==> config.mk <==
export PLATFORM = sky130hd
export DESIGN_NAME = hpp_device_flat
export DESIGN_NICKNAME = d
export VERILOG_FILES = /design/src/inc/hpp_pkg.sv /design/src/inc/hpp_if.sv /design/src/hdl/hpp_device.sv /design/src/flat_wrapper.sv
export SDC_FILE = /design/constraint.sdc
export NUM_CORES = 2
export LEC_CHECK = 0
export CAP_MARGIN = 30
export CORE_MARGIN = 1
export CORE_UTILIZATION = 50
export CTS_CLUSTER_DIAMETER = 30
export DETAILED_ROUTE_END_ITERATION = 16
export DONT_BUFFER_PORTS = 1
export PLACE_DENSITY = 0.72
export SYNTH_ARGS = -nofsm -noshare
export SYNTH_HDL_FRONTEND = slang
export SYNTH_SLANG_ARGS = --single-unit
==> constraint.sdc <==
create_clock -name clk -period 5.9 [get_ports clk]
set_input_delay 1.18 -clock clk [delete_from_list [all_inputs] [get_ports clk]]
set_output_delay 1.18 -clock clk [all_outputs]
set_load 0.03 [all_outputs]
==> src/inc/hpp_pkg.sv <==
/*
  Shared constants for the parallel host port: select codes, control bit
  positions, widths and timing counts.
  Assumes one 40 MHz clock shared by both ends.
*/
package hpp_pkg;
  localparam int DATA_W = 16;
  localparam int ADDR_W = 16;
  localparam int SEL_W = 2;
  // Register select codes carried on shared_addr_3/shared_addr_2
  localparam logic [1:0] SEL_CTRL = 2'h0;
  localparam logic [1:0] SEL_ADDR_AUTO = 2'h1;
  localparam logic [1:0] SEL_ADDR = 2'h2;
  localparam logic [1:0] SEL_DATA = 2'h3;
  // Control register bits
  localparam int CTRL_IRQ_A_BIT = 0;
  localparam int CTRL_IRQ_B_BIT = 1;
  localparam logic [15:0] CTRL_RESET = 16'h0000;
  // Device busy time after a data access
  localparam int CLK_MHZ = 40;
  localparam int BUSY_NS = 100;
  localparam int BUSY_CYC = (BUSY_NS * CLK_MHZ + 999) / 1000;
  localparam logic [3:0] BUSY_CNT = 4'(BUSY_CYC);
  // Controller register offsets (APB byte addresses)
  localparam logic [7:0] OFS_CMD = 8'h00;
  localparam logic [7:0] OFS_WDATA = 8'h04;
  localparam logic [7:0] OFS_RDATA = 8'h08;
  localparam logic [7:0] OFS_STATUS = 8'h0c;
  localparam logic [7:0] OFS_IRQ_STAT = 8'h10;
  localparam logic [7:0] OFS_IRQ_EN = 8'h14;
  localparam logic [7:0] OFS_IRQ_CLR = 8'h18;
  // Command word fields
  localparam int CMD_SEL_LSB = 0;
  localparam int CMD_READ_BIT = 2;
  localparam int CMD_ADDR_BIT = 3;
  // Interrupt status bits
  localparam int IST_DONE = 0;
  localparam int IST_IRQ_A = 1;
  localparam int IST_IRQ_B = 2;
endpackage

==> src/inc/hpp_if.sv <==
/*
  Pin-level link between host and device ends of the host port.
  Assumes the bench resolves the shared data wires from the enables.
*/
`timescale 1ns/10ps
interface hpp_if;
  logic reg_select_bit0;
  logic reg_select_bit1;
  logic port_chip_select_n;
  logic data_strobe_a_n;
  logic data_strobe_b_n;
  logic host_read_write;
  logic addr_strobe_n;
  logic [15:0] hd_host_o;
  logic hd_host_oe_n;
  logic [15:0] hd_dev_o;
  logic hd_dev_oe_n;
  logic port_ready_out;
  logic port_ready_oe_n;
  logic subsys_a_host_irq_n;
  logic subsys_b_host_irq_n;
  logic irq_oe_n;

  modport device (
    input reg_select_bit0, reg_select_bit1, port_chip_select_n,
    input data_strobe_a_n, data_strobe_b_n, host_read_write,
    input addr_strobe_n, hd_host_o, hd_host_oe_n,
    output hd_dev_o, hd_dev_oe_n, port_ready_out, port_ready_oe_n,
    output subsys_a_host_irq_n, subsys_b_host_irq_n, irq_oe_n
  );
  modport host (
    output reg_select_bit0, reg_select_bit1, port_chip_select_n,
    output data_strobe_a_n, data_strobe_b_n, host_read_write,
    output addr_strobe_n, hd_host_o, hd_host_oe_n,
    input hd_dev_o, hd_dev_oe_n, port_ready_out, port_ready_oe_n,
    input subsys_a_host_irq_n, subsys_b_host_irq_n, irq_oe_n
  );
endinterface

==> src/hdl/hpp_device.sv <==
/*
  Device end of the host port: control, address and data registers
  reached by the host over multiplexed strobes, ready and irq outputs.
  Assumes host pins are synchronous to clk and the host keeps its rules.
*/
// What this block does
// - Host selects register on shared address 3/2
// - Select inputs used only in multiplexed mode
// - Pins serve port only when interface select low
// - Output-off low floats all port outputs
// - Address strobe latches shared lines into address
// - Chip select held through each transfer
// - Host strobes time each transfer
// - Host drives read/write direction per transfer
// - Ready output tells host next transfer possible
// - Per-subsystem interrupt outputs driven low
// - Writing one to irq bit clears it
// - Host interrupts only in multiplexed mode
// - Port reset input resets port and subsystems
// - Mode high: nonmultiplexed, data-only, no irqs
`timescale 1ns/10ps
module hpp_device
  import hpp_pkg::*;
#(
  parameter int MEM_WORDS = 256,
  parameter logic [3:0] BUSY = BUSY_CNT
)(
  input wire logic clk,
  input wire logic rst_n,
  hpp_if.device pins,
  input wire logic port_reset_n,
  input wire logic host_mux_select,
  input wire logic ext_interface_select,
  input wire logic output_off_n,
  input wire logic [ADDR_W-1:0] sep_addr,
  input wire logic irq_a_raise,
  input wire logic irq_b_raise,
  output logic subsys_reset_n,
  output logic [ADDR_W-1:0] port_address_q,
  output logic [DATA_W-1:0] port_control_q
);
  // ----------------------------------------------------------------
  // Decode
  // ----------------------------------------------------------------
  localparam int MEM_AW = $clog2(MEM_WORDS);
  logic srst;
  logic active;
  logic mux_mode;
  logic strobe_n;
  logic strobe_q;
  logic strobe_fall;
  logic strobe_rise;
  logic as_q;
  logic as_fall;
  logic [1:0] sel;
  logic wr;
  logic [ADDR_W-1:0] eff_addr;
  logic [DATA_W-1:0] mem [MEM_WORDS];
  logic [DATA_W-1:0] port_data_q;
  logic [DATA_W-1:0] rd_q;
  logic drive_q;
  logic [3:0] busy_q;
  logic ready;
  logic irq_en;
  logic [DATA_W-1:0] hd;
  logic data_acc;
  logic ctrl_wr;
  logic addr_load;
  logic addr_step;
  logic [MEM_AW-1:0] mem_idx;
  logic [DATA_W-1:0] rd_next;

  // Raise wins over a clear in the same cycle
  function automatic logic irq_next(input logic cur, input logic raise,
    input logic clr);
    return raise || (cur && !clr);
  endfunction

  assign srst = !rst_n || !port_reset_n;
  assign subsys_reset_n = !srst;
  assign active = !ext_interface_select;
  assign mux_mode = !host_mux_select;
  assign hd = pins.hd_host_o;
  // Either strobe low with chip select makes the internal strobe
  assign strobe_n = pins.port_chip_select_n ||
    (pins.data_strobe_a_n && pins.data_strobe_b_n);
  assign strobe_fall = active && !strobe_n && strobe_q;
  assign strobe_rise = active && strobe_n && !strobe_q;
  assign as_fall = active && mux_mode && !pins.addr_strobe_n && as_q;
  // Nonmultiplexed mode only ever reaches the data register
  assign sel = mux_mode ?
    {pins.reg_select_bit1, pins.reg_select_bit0} : SEL_DATA;
  assign wr = !pins.host_read_write;
  assign eff_addr = mux_mode ? port_address_q : sep_addr;
  assign ready = (busy_q == 4'h0);
  assign irq_en = active && mux_mode;
  assign data_acc = (sel == SEL_DATA) || (sel == SEL_ADDR_AUTO);
  assign ctrl_wr = strobe_fall && wr && sel == SEL_CTRL;
  assign addr_load = strobe_fall && wr && sel == SEL_ADDR;
  // Step after the access, so the word just moved used the old address
  assign addr_step = strobe_rise && sel == SEL_ADDR_AUTO;
  assign mem_idx = eff_addr[MEM_AW-1:0];
  assign rd_next = (sel == SEL_CTRL) ? port_control_q :
    (sel == SEL_ADDR) ? port_address_q : mem[mem_idx];

  // ----------------------------------------------------------------
  // Strobe edges
  // ----------------------------------------------------------------
  always_ff @(posedge clk)
  begin
    if (srst)
    begin
      strobe_q <= 1'b1;
      as_q <= 1'b1;
    end
    else
    begin
      strobe_q <= strobe_n;
      as_q <= pins.addr_strobe_n;
    end
  end

  // ----------------------------------------------------------------
  // Busy counter
  // ----------------------------------------------------------------
  // Ready drops for a fixed time after every memory access
  always_ff @(posedge clk)
  begin
    if (srst)
      busy_q <= 4'h0;
    else if (strobe_fall && data_acc)
      busy_q <= BUSY;
    else if (busy_q != 4'h0)
      busy_q <= busy_q - 4'h1;
  end

  // ----------------------------------------------------------------
  // Control register
  // ----------------------------------------------------------------
  always_ff @(posedge clk)
  begin
    if (srst)
      port_control_q <= CTRL_RESET;
    else
    begin
      port_control_q[CTRL_IRQ_A_BIT] <= irq_next(
        port_control_q[CTRL_IRQ_A_BIT], irq_a_raise,
        ctrl_wr && hd[CTRL_IRQ_A_BIT]);
      port_control_q[CTRL_IRQ_B_BIT] <= irq_next(
        port_control_q[CTRL_IRQ_B_BIT], irq_b_raise,
        ctrl_wr && hd[CTRL_IRQ_B_BIT]);
    end
  end

  // ----------------------------------------------------------------
  // Address register
  // ----------------------------------------------------------------
  always_ff @(posedge clk)
  begin
    if (srst)
      port_address_q <= '0;
    else if (as_fall)
      port_address_q <= hd;
    else if (addr_load)
      port_address_q <= hd;
    else if (addr_step)
      port_address_q <= port_address_q + 16'h1;
  end

  // ----------------------------------------------------------------
  // Read data and bus drive
  // ----------------------------------------------------------------
  always_ff @(posedge clk)
  begin
    if (srst)
    begin
      rd_q <= '0;
      drive_q <= 1'b0;
    end
    else if (strobe_fall)
    begin
      drive_q <= !wr;
      rd_q <= rd_next;
    end
    else if (strobe_rise)
      drive_q <= 1'b0;
  end

  // Data memory behind the data register; no reset, contents undefined
  always_ff @(posedge clk)
  begin
    if (!srst && strobe_fall && wr && data_acc)
      mem[mem_idx] <= hd;
  end
  assign port_data_q = rd_q;

  // ----------------------------------------------------------------
  // Pin drivers
  // ----------------------------------------------------------------
  assign pins.hd_dev_o = port_data_q;
  assign pins.hd_dev_oe_n = !(drive_q && active && output_off_n);
  assign pins.port_ready_out = ready;
  assign pins.port_ready_oe_n = !(active && output_off_n);
  assign pins.subsys_a_host_irq_n =
    !(irq_en && port_control_q[CTRL_IRQ_A_BIT]);
  assign pins.subsys_b_host_irq_n =
    !(irq_en && port_control_q[CTRL_IRQ_B_BIT]);
  assign pins.irq_oe_n = !(irq_en && output_off_n);
endmodule

==> src/flat_wrapper.sv <==
// flat-port wrapper written by rule: the top's interface ports become plain ports
module hpp_device_flat import hpp_pkg::*;
#(
  parameter int MEM_WORDS = 256,
  parameter logic [3:0] BUSY = BUSY_CNT
)
  (clk, rst_n, port_reset_n, host_mux_select, ext_interface_select, output_off_n, sep_addr, irq_a_raise, irq_b_raise, subsys_reset_n, port_address_q, port_control_q, pins_reg_select_bit0, pins_reg_select_bit1, pins_port_chip_select_n, pins_data_strobe_a_n, pins_data_strobe_b_n, pins_host_read_write, pins_addr_strobe_n, pins_hd_host_o, pins_hd_host_oe_n, pins_hd_dev_o, pins_hd_dev_oe_n, pins_port_ready_out, pins_port_ready_oe_n, pins_subsys_a_host_irq_n, pins_subsys_b_host_irq_n, pins_irq_oe_n);
  hpp_if pins_i ();
  input wire logic clk;
  input wire logic rst_n;
  input wire logic port_reset_n;
  input wire logic host_mux_select;
  input wire logic ext_interface_select;
  input wire logic output_off_n;
  input wire logic [ADDR_W-1:0] sep_addr;
  input wire logic irq_a_raise;
  input wire logic irq_b_raise;
  output logic subsys_reset_n;
  output logic [ADDR_W-1:0] port_address_q;
  output logic [DATA_W-1:0] port_control_q;
  input wire logic [$bits(pins_i.reg_select_bit0)-1:0] pins_reg_select_bit0;
  input wire logic [$bits(pins_i.reg_select_bit1)-1:0] pins_reg_select_bit1;
  input wire logic [$bits(pins_i.port_chip_select_n)-1:0] pins_port_chip_select_n;
  input wire logic [$bits(pins_i.data_strobe_a_n)-1:0] pins_data_strobe_a_n;
  input wire logic [$bits(pins_i.data_strobe_b_n)-1:0] pins_data_strobe_b_n;
  input wire logic [$bits(pins_i.host_read_write)-1:0] pins_host_read_write;
  input wire logic [$bits(pins_i.addr_strobe_n)-1:0] pins_addr_strobe_n;
  input wire logic [$bits(pins_i.hd_host_o)-1:0] pins_hd_host_o;
  input wire logic [$bits(pins_i.hd_host_oe_n)-1:0] pins_hd_host_oe_n;
  output wire logic [$bits(pins_i.hd_dev_o)-1:0] pins_hd_dev_o;
  output wire logic [$bits(pins_i.hd_dev_oe_n)-1:0] pins_hd_dev_oe_n;
  output wire logic [$bits(pins_i.port_ready_out)-1:0] pins_port_ready_out;
  output wire logic [$bits(pins_i.port_ready_oe_n)-1:0] pins_port_ready_oe_n;
  output wire logic [$bits(pins_i.subsys_a_host_irq_n)-1:0] pins_subsys_a_host_irq_n;
  output wire logic [$bits(pins_i.subsys_b_host_irq_n)-1:0] pins_subsys_b_host_irq_n;
  output wire logic [$bits(pins_i.irq_oe_n)-1:0] pins_irq_oe_n;
  assign pins_i.reg_select_bit0 = pins_reg_select_bit0;
  assign pins_i.reg_select_bit1 = pins_reg_select_bit1;
  assign pins_i.port_chip_select_n = pins_port_chip_select_n;
  assign pins_i.data_strobe_a_n = pins_data_strobe_a_n;
  assign pins_i.data_strobe_b_n = pins_data_strobe_b_n;
  assign pins_i.host_read_write = pins_host_read_write;
  assign pins_i.addr_strobe_n = pins_addr_strobe_n;
  assign pins_i.hd_host_o = pins_hd_host_o;
  assign pins_i.hd_host_oe_n = pins_hd_host_oe_n;
  assign pins_hd_dev_o = pins_i.hd_dev_o;
  assign pins_hd_dev_oe_n = pins_i.hd_dev_oe_n;
  assign pins_port_ready_out = pins_i.port_ready_out;
  assign pins_port_ready_oe_n = pins_i.port_ready_oe_n;
  assign pins_subsys_a_host_irq_n = pins_i.subsys_a_host_irq_n;
  assign pins_subsys_b_host_irq_n = pins_i.subsys_b_host_irq_n;
  assign pins_irq_oe_n = pins_i.irq_oe_n;
  hpp_device #(.MEM_WORDS(MEM_WORDS), .BUSY(BUSY)) u_core (.clk(clk), .rst_n(rst_n), .pins(pins_i), .port_reset_n(port_reset_n), .host_mux_select(host_mux_select), .ext_interface_select(ext_interface_select), .output_off_n(output_off_n), .sep_addr(sep_addr), .irq_a_raise(irq_a_raise), .irq_b_raise(irq_b_raise), .subsys_reset_n(subsys_reset_n), .port_address_q(port_address_q), .port_control_q(port_control_q));
endmodule
Yosys cells after proc, flatten, opt, wreduce, memory -nomap -nowiden

Memories as Yosys holds them, arrays and structs flattened.
Index checks and enable logic that the tools add are counted.

RAM bits: 4096
Memories: 1
Logic and storage cells: 81
Bits in registers: 41

Mux-type cells: 13
Reduce and logical (&&, ||, !) cells: 54
Equality and inequality tests: 3
Add/subtract/negate cells: 2

Memory list:

| name       | depth | bits a word | rd ports | clocked after Yosys merged registers in | write ports | RTL line         | source |
|---|---|---|---|---|---|---|---|
| u_core.mem | 256   | 16          | 1        | 0                                       | 1           | hpp_device.sv:58 | `logic [DATA_W-1:0] mem [MEM_WORDS];` |

Operators with widths:

| operator                                         | number |
|---|---|
| 2-to-1 mux 16 bit                                | 5 |
| logical AND 1 bit                                | 26 |
| adder 16 x 1 -> 16 bit, second input constant    | 1 |
| logical NOT 1 bit                                | 16 |
| 2-to-1 mux 8 bit                                 | 1 |
| 2-to-1 mux 3 bit                                 | 2 |
| logical OR 1 bit                                 | 5 |
| == test 2 bit, second input constant             | 2 |
| logical NOT 4 bit                                | 1 |
| 2-to-1 mux 1 bit                                 | 4 |
| nonzero test 2 bit                               | 2 |
| nonzero test 4 bit                               | 1 |
| subtractor 4 x 1 -> 4 bit, second input constant | 1 |
| nonzero test 3 bit                               | 1 |
| == test 2 x 1 -> 1 bit, second input constant    | 1 |
| logical NOT 2 bit                                | 1 |
| 2-to-1 mux 2 bit                                 | 1 |
| OR reduction 2 bit                               | 1 |

Longest topological paths before layout

Word-level depth: 11
Depth in mapped cells: 14
Depth with buffers taken out: 8

Least setup slack after synthesis

Ideal clock, no wire load.

Path kind: input-to-reg
From: input port host_mux_select
To: memory u_core.mem[104][0], enable pin
Cell stages on the path: 11
Arrival time: 3.815 ns
Data required time: 5.512 ns
Buffers on the path: 7
Slack: 1.697 ns
Path through: buf_4 mux2_4 buf_2 buf_2 buf_2 buf_2 buf_2 nor2_1 nand2_1 clkbuf_1 nor2_1

Longest elaborated chain between the ends: 6

RTL lines:

| what                                                           | RTL line           | source |
|---|---|---|
| from (decl)                                                    | flat_wrapper.sv:12 | `input wire logic host_mux_select;` |
| 2-to-1 mux 2 bit                                               | hpp_device.sv:91   | `assign sel = mux_mode ?` |
| == test 2 bit / == test 2 x 1 -> 1 bit (equally long branches) | hpp_device.sv:97   | `assign data_acc = (sel == SEL_DATA) \|\| (sel == SEL_ADDR_AUTO);` |
| logical OR 1 bit                                               | hpp_device.sv:97   |  |
| logical AND 1 bit                                              | hpp_device.sv:192  | `if (!srst && strobe_fall && wr && data_acc)` |
| 2-to-1 mux 1 bit                                               | hpp_device.sv:192  |  |
| 2-to-1 mux 1 bit (not written as such)                         | hpp_device.sv:193  | `mem[mem_idx] <= hd;` |
| to (decl)                                                      | hpp_device.sv:58   |  |

Several ways; a longest one is shown, not always the timed one.

Final worst setup path

From: register u_core.port_address_q[0]
To: register u_core.rd_q[0] (netlist: u_core.pins.hd_dev_o[0])

Longest elaborated chain between the ends: 4

RTL lines:

| what                   | RTL line          | source |
|---|---|---|
| from (decl)            | hpp_device.sv:39  | `output logic [ADDR_W-1:0] port_address_q,` |
| from (signal assigned) | hpp_device.sv:167 | `port_address_q <= port_address_q + 16'h1;` |
| 2-to-1 mux 8 bit       | hpp_device.sv:94  | `assign eff_addr = mux_mode ? port_address_q : sep_addr;` |
| memory (256 x 16 bit)  | -                 |  |
| 2-to-1 mux 16 bit *    | hpp_device.sv:104 | `(sel == SEL_ADDR) ? port_address_q : mem[mem_idx];` |
| 2-to-1 mux 16 bit *    | hpp_device.sv:103 | `assign rd_next = (sel == SEL_CTRL) ? port_control_q :` |
| to (signal assigned)   | hpp_device.sv:183 | `rd_q <= rd_next;` |
| to (decl)              | hpp_device.sv:60  | `logic [DATA_W-1:0] rd_q;` |

Mark *: on every way between the ends. The rest lies on a longest branch, timed or not.
A chain may end at the register's enable or synchronous reset.

==> flow_summary.json <==
{
  "status": "completed",
  "routabilityCongestion": 0.929,
  "arrival_ns": 6.09,
  "fin_skew_ns": 0.0648,
  "cts_tree": "yes",
  "synth_compound_area_share_pct": 4.77,
  "cpMaxStageDelayCell": "nor4_1",
  "synthTopCellsByCount": "4096 x edfxtp_1, 3170 x nand2_1, 1415 x nand3_1",
  "drv_slew": 0,
  "synth_mux_area_share_pct": 3.51,
  "vias": 107000,
  "core_area_um2": 324000,
  "cts-root-buf": "clkbuf_16",
  "multi_input_comb_area_um2": 35700,
  "final.min_clock_period_ns": 5.17,
  "synth_top_cell_by_area": "edfxtp_1",
  "maxSlewHeadroom_pct": 2.73,
  "dp.cells": 16000,
  "cp_common_cell": "nor4_1",
  "grt_pass1_vias": 104000,
  "cts_buffers": 609,
  "timing.final.crit_share_pct": 87.6,
  "path_clk_slew_ns": 0.06,
  "place_hpwl_um": 269000,
  "worst_pin_slew_ns": 1.46,
  "endpoint_kind": "flop",
  "drt_wl_total_um": 483000,
  "yosysMostFrequentCell": "edfxtp_1",
  "fin_setup_tns_ns": 0,
  "area_growth_pct": 17.6,
  "rows": 209,
  "first_iter_violations": 17300,
  "finalNetCount": 12300,
  "portBuffers": 0,
  "grt_setup_unrepaired": "no",
  "max_freq_ghz": 0.193,
  "grt_pass1_wl_um": 692000,
  "clk_path_buf_depth": 4,
  "cp.required_ns": 6.82,
  "initial_core_util_pct": 50.3,
  "wire_per_inst_um": 28.2,
  "synth_ff_type": "edfxtp_1",
  "synth-edff-count": 4096,
  "clock_latency_ns": 1.07,
  "syn_inst": 11800,
  "first_pass_iters": 14,
  "vdd_drop_max_v": 0.000350,
  "grt_remaining_overflow": 0,
  "clock-sinks": 4137,
  "ys_top_cells_by_area": "edfxtp_1 75%, nand2_1 7.3%, nand3_1 4.3%",
  "routed_via_density": 6.22,
  "critical-path-max-stage-delay_ns": 0.89,
  "setup_viol": 0,
  "dp_slack_ns": 0.593,
  "post_cts_buffers": 0,
  "hold_violations": 0,
  "powerDensity_nw_per_um2": 376,
  "synth_top_family_by_area": "simple AND/OR/NAND/NOR gates",
  "syn_area_um2": 163000,
  "cp_cell_sequence": "buf_4, mux2_8, buf_12, mux4_2, a22oi_1, a21oi_1, nor4_1, o22ai_1, nor4_1, nor3_1",
  "ys_types": 69,
  "min_path_type": "in -> reg",
  "drive_gt1_share_pct": 15.0,
  "die-area_um2": 329000,
  "synthArstFlopShare_pct": 0,
  "ys_warn_count": 0,
  "drv_cap": 0,
  "synth-xor-area-share_pct": 0.0752,
  "avgSynthCellArea_um2": 13.9,
  "finalWorstSetupSlack_ns": 0.730,
  "die_y_um": 573,
  "fp.dieW_um": 573,
  "grt_usage_pct": 28.7,
  "final_area_um2": 192000,
  "cts_resized": 0,
  "dpl_cell_area_um2": 171000,
  "worstPathMaxFanout": 55,
  "worst-setup-path-type": "reg -> reg",
  "ys_seq_elements": 4137,
  "antenna_found_initial": 25,
  "grt_max_degree": 259,
  "finalPower_mw": 72.1,
  "cellLeakagePower_nw": 65.2,
  "ant_nets": 0,
  "cts_hold_buf": 0,
  "h-tree-depth": 6,
  "yosysSeqAreaShare_pct": 75.9,
  "ios": 103,
  "synth_top_area_share_pct": 75.4,
  "cp-start-kind": "flop",
  "nFillCells": 23100,
  "synth-adder-area-share_pct": 0.0153,
  "fin_cells": 17100,
  "regArea_um2": 124000,
  "synthSimpleGateAreaFrac_pct": 13.3,
  "drc": 0
}
-- state kept, by name, indices dropped and copies added, names as in the netlist --
name                   flops
u_core.as_q                1
u_core.busy_q              4
u_core.drive_q             1
u_core.mem              4096
u_core.pins.hd_dev_o      16
u_core.port_address_q     16
u_core.port_control_q      2
u_core.strobe_q            1
-- report_power, final --
group / internal [mW] / total [mW] / switching, mW / leakage (nW)
sequential: 32.3 / 32.4 / 0.0314 / 37.1
clock: 22.7 / 36.5 / 13.7 / 9.97
combinational: 0.953 / 3.22 / 2.27 / 18.1
total: 56.0 / 72.1 / 16.0 / 65.2
-- critical path: cells and delay by family, from the launching register on --
kind	cells	cell delay [ns]
flip-flops	1	0.47
buffers and inverters	2	0.71
multiplexers	2	1.26
AO/OA/AOI/OAI	3	1.14
AND/OR/NAND/NOR	3	1.41
-- kinds of logic after synthesis --
kind of cell	after synthesis
DFF	4137
buffers and inverters	769
AOI/OAI and AO/OA	1290
muxes	379
other	1
and+or+nand+nor	5160
adders and majority gates	2
xor gates and xnor gates	14
-- stage by stage --
stage                     util [%]  hold WS (ns)
final                         59.1         0.207
after global routing          59.1         0.187
after CTS                     59.1         0.200
after detailed placement      52.7         0.517
after global placement        52.6         0.483
after floorplan                  -         0.466
-- per-layer routing --
layer | wire length, um | vias up | global-route usage, %
met3 | 63400 | 1425 | 7.85
li1 | - | 44900 | -
met2 | 221000 | 7732 | 43.8
met4 | 34200 | 8 | 18.7
met1 | 165000 | 52600 | 36.2
met5 | 54 | - | 0
-- worst paths after layout --
| check | startpoint | endpoint | slack, ns | depth (start not counted) |
|---|---|---|---|---|
| min reg2reg | u_core.busy_q[3]$_SDFFE_PP0N_ | u_core.busy_q[3]$_SDFFE_PP0N_ | 0.54 | 2 |
| max reg2reg | u_core.port_address_q[0]$_SDFFE_PN0P_ | u_core.pins.hd_dev_o[0]$_SDFFE_PN0N_ | 0.73 | 10 |
| max | u_core.port_address_q[0]$_SDFFE_PN0P_ | u_core.pins.hd_dev_o[0]$_SDFFE_PN0N_ | 0.73 | 10 |
| min | pins_hd_host_o[2] | u_core.mem[103][2]$_DFFE_PP_ | 0.21 | 0 |
-- placed cells by master, fill, tap and decap left out, drive strengths merged, types with 8 or more instances in the layout --
| cell | netlist | layout |
|---|---|---|
| or4 | 10 | 10 |
| o22ai | 149 | 149 |
| bufinv | 0 | 77 |
| o32ai | 8 | 8 |
| inv | 8 | 101 |
| a21oi | 758 | 758 |
| a211oi | 14 | 14 |
| a41oi | 20 | 20 |
| nor4 | 49 | 49 |
| mux2i | 225 | 225 |
| conb | 1 | 14 |
| clkinvlp | 0 | 69 |
| edfxtp | 4096 | 4096 |
| clkinv | 0 | 212 |
| o21ai | 30 | 30 |
| a31oi | 68 | 68 |
| and3 | 76 | 76 |
| clkbuf | 269 | 673 |
| diode | 0 | 27 |
| nand3 | 1416 | 1416 |
| buf | 492 | 662 |
| nand2 | 3171 | 3171 |
| nor3 | 10 | 10 |
| mux4 | 152 | 152 |
| nand4 | 26 | 26 |
| a22oi | 26 | 26 |
| o41ai | 171 | 171 |
| xor2 | 8 | 8 |
| dfxtp | 41 | 41 |
| nor2 | 372 | 372 |
-- area by class of cell --
cell class	count	area share [%]
timing repair buffer	668	3.09
multi-input combinational	6859	18.6
clock inverter	451	2.72
tap	4325	2.82
sequential	4137	64.6
antenna	27	0.0352
clock buffer	669	8.13
inverter	8	0.0157
Note: power is estimated with default switching activity, not from simulation.
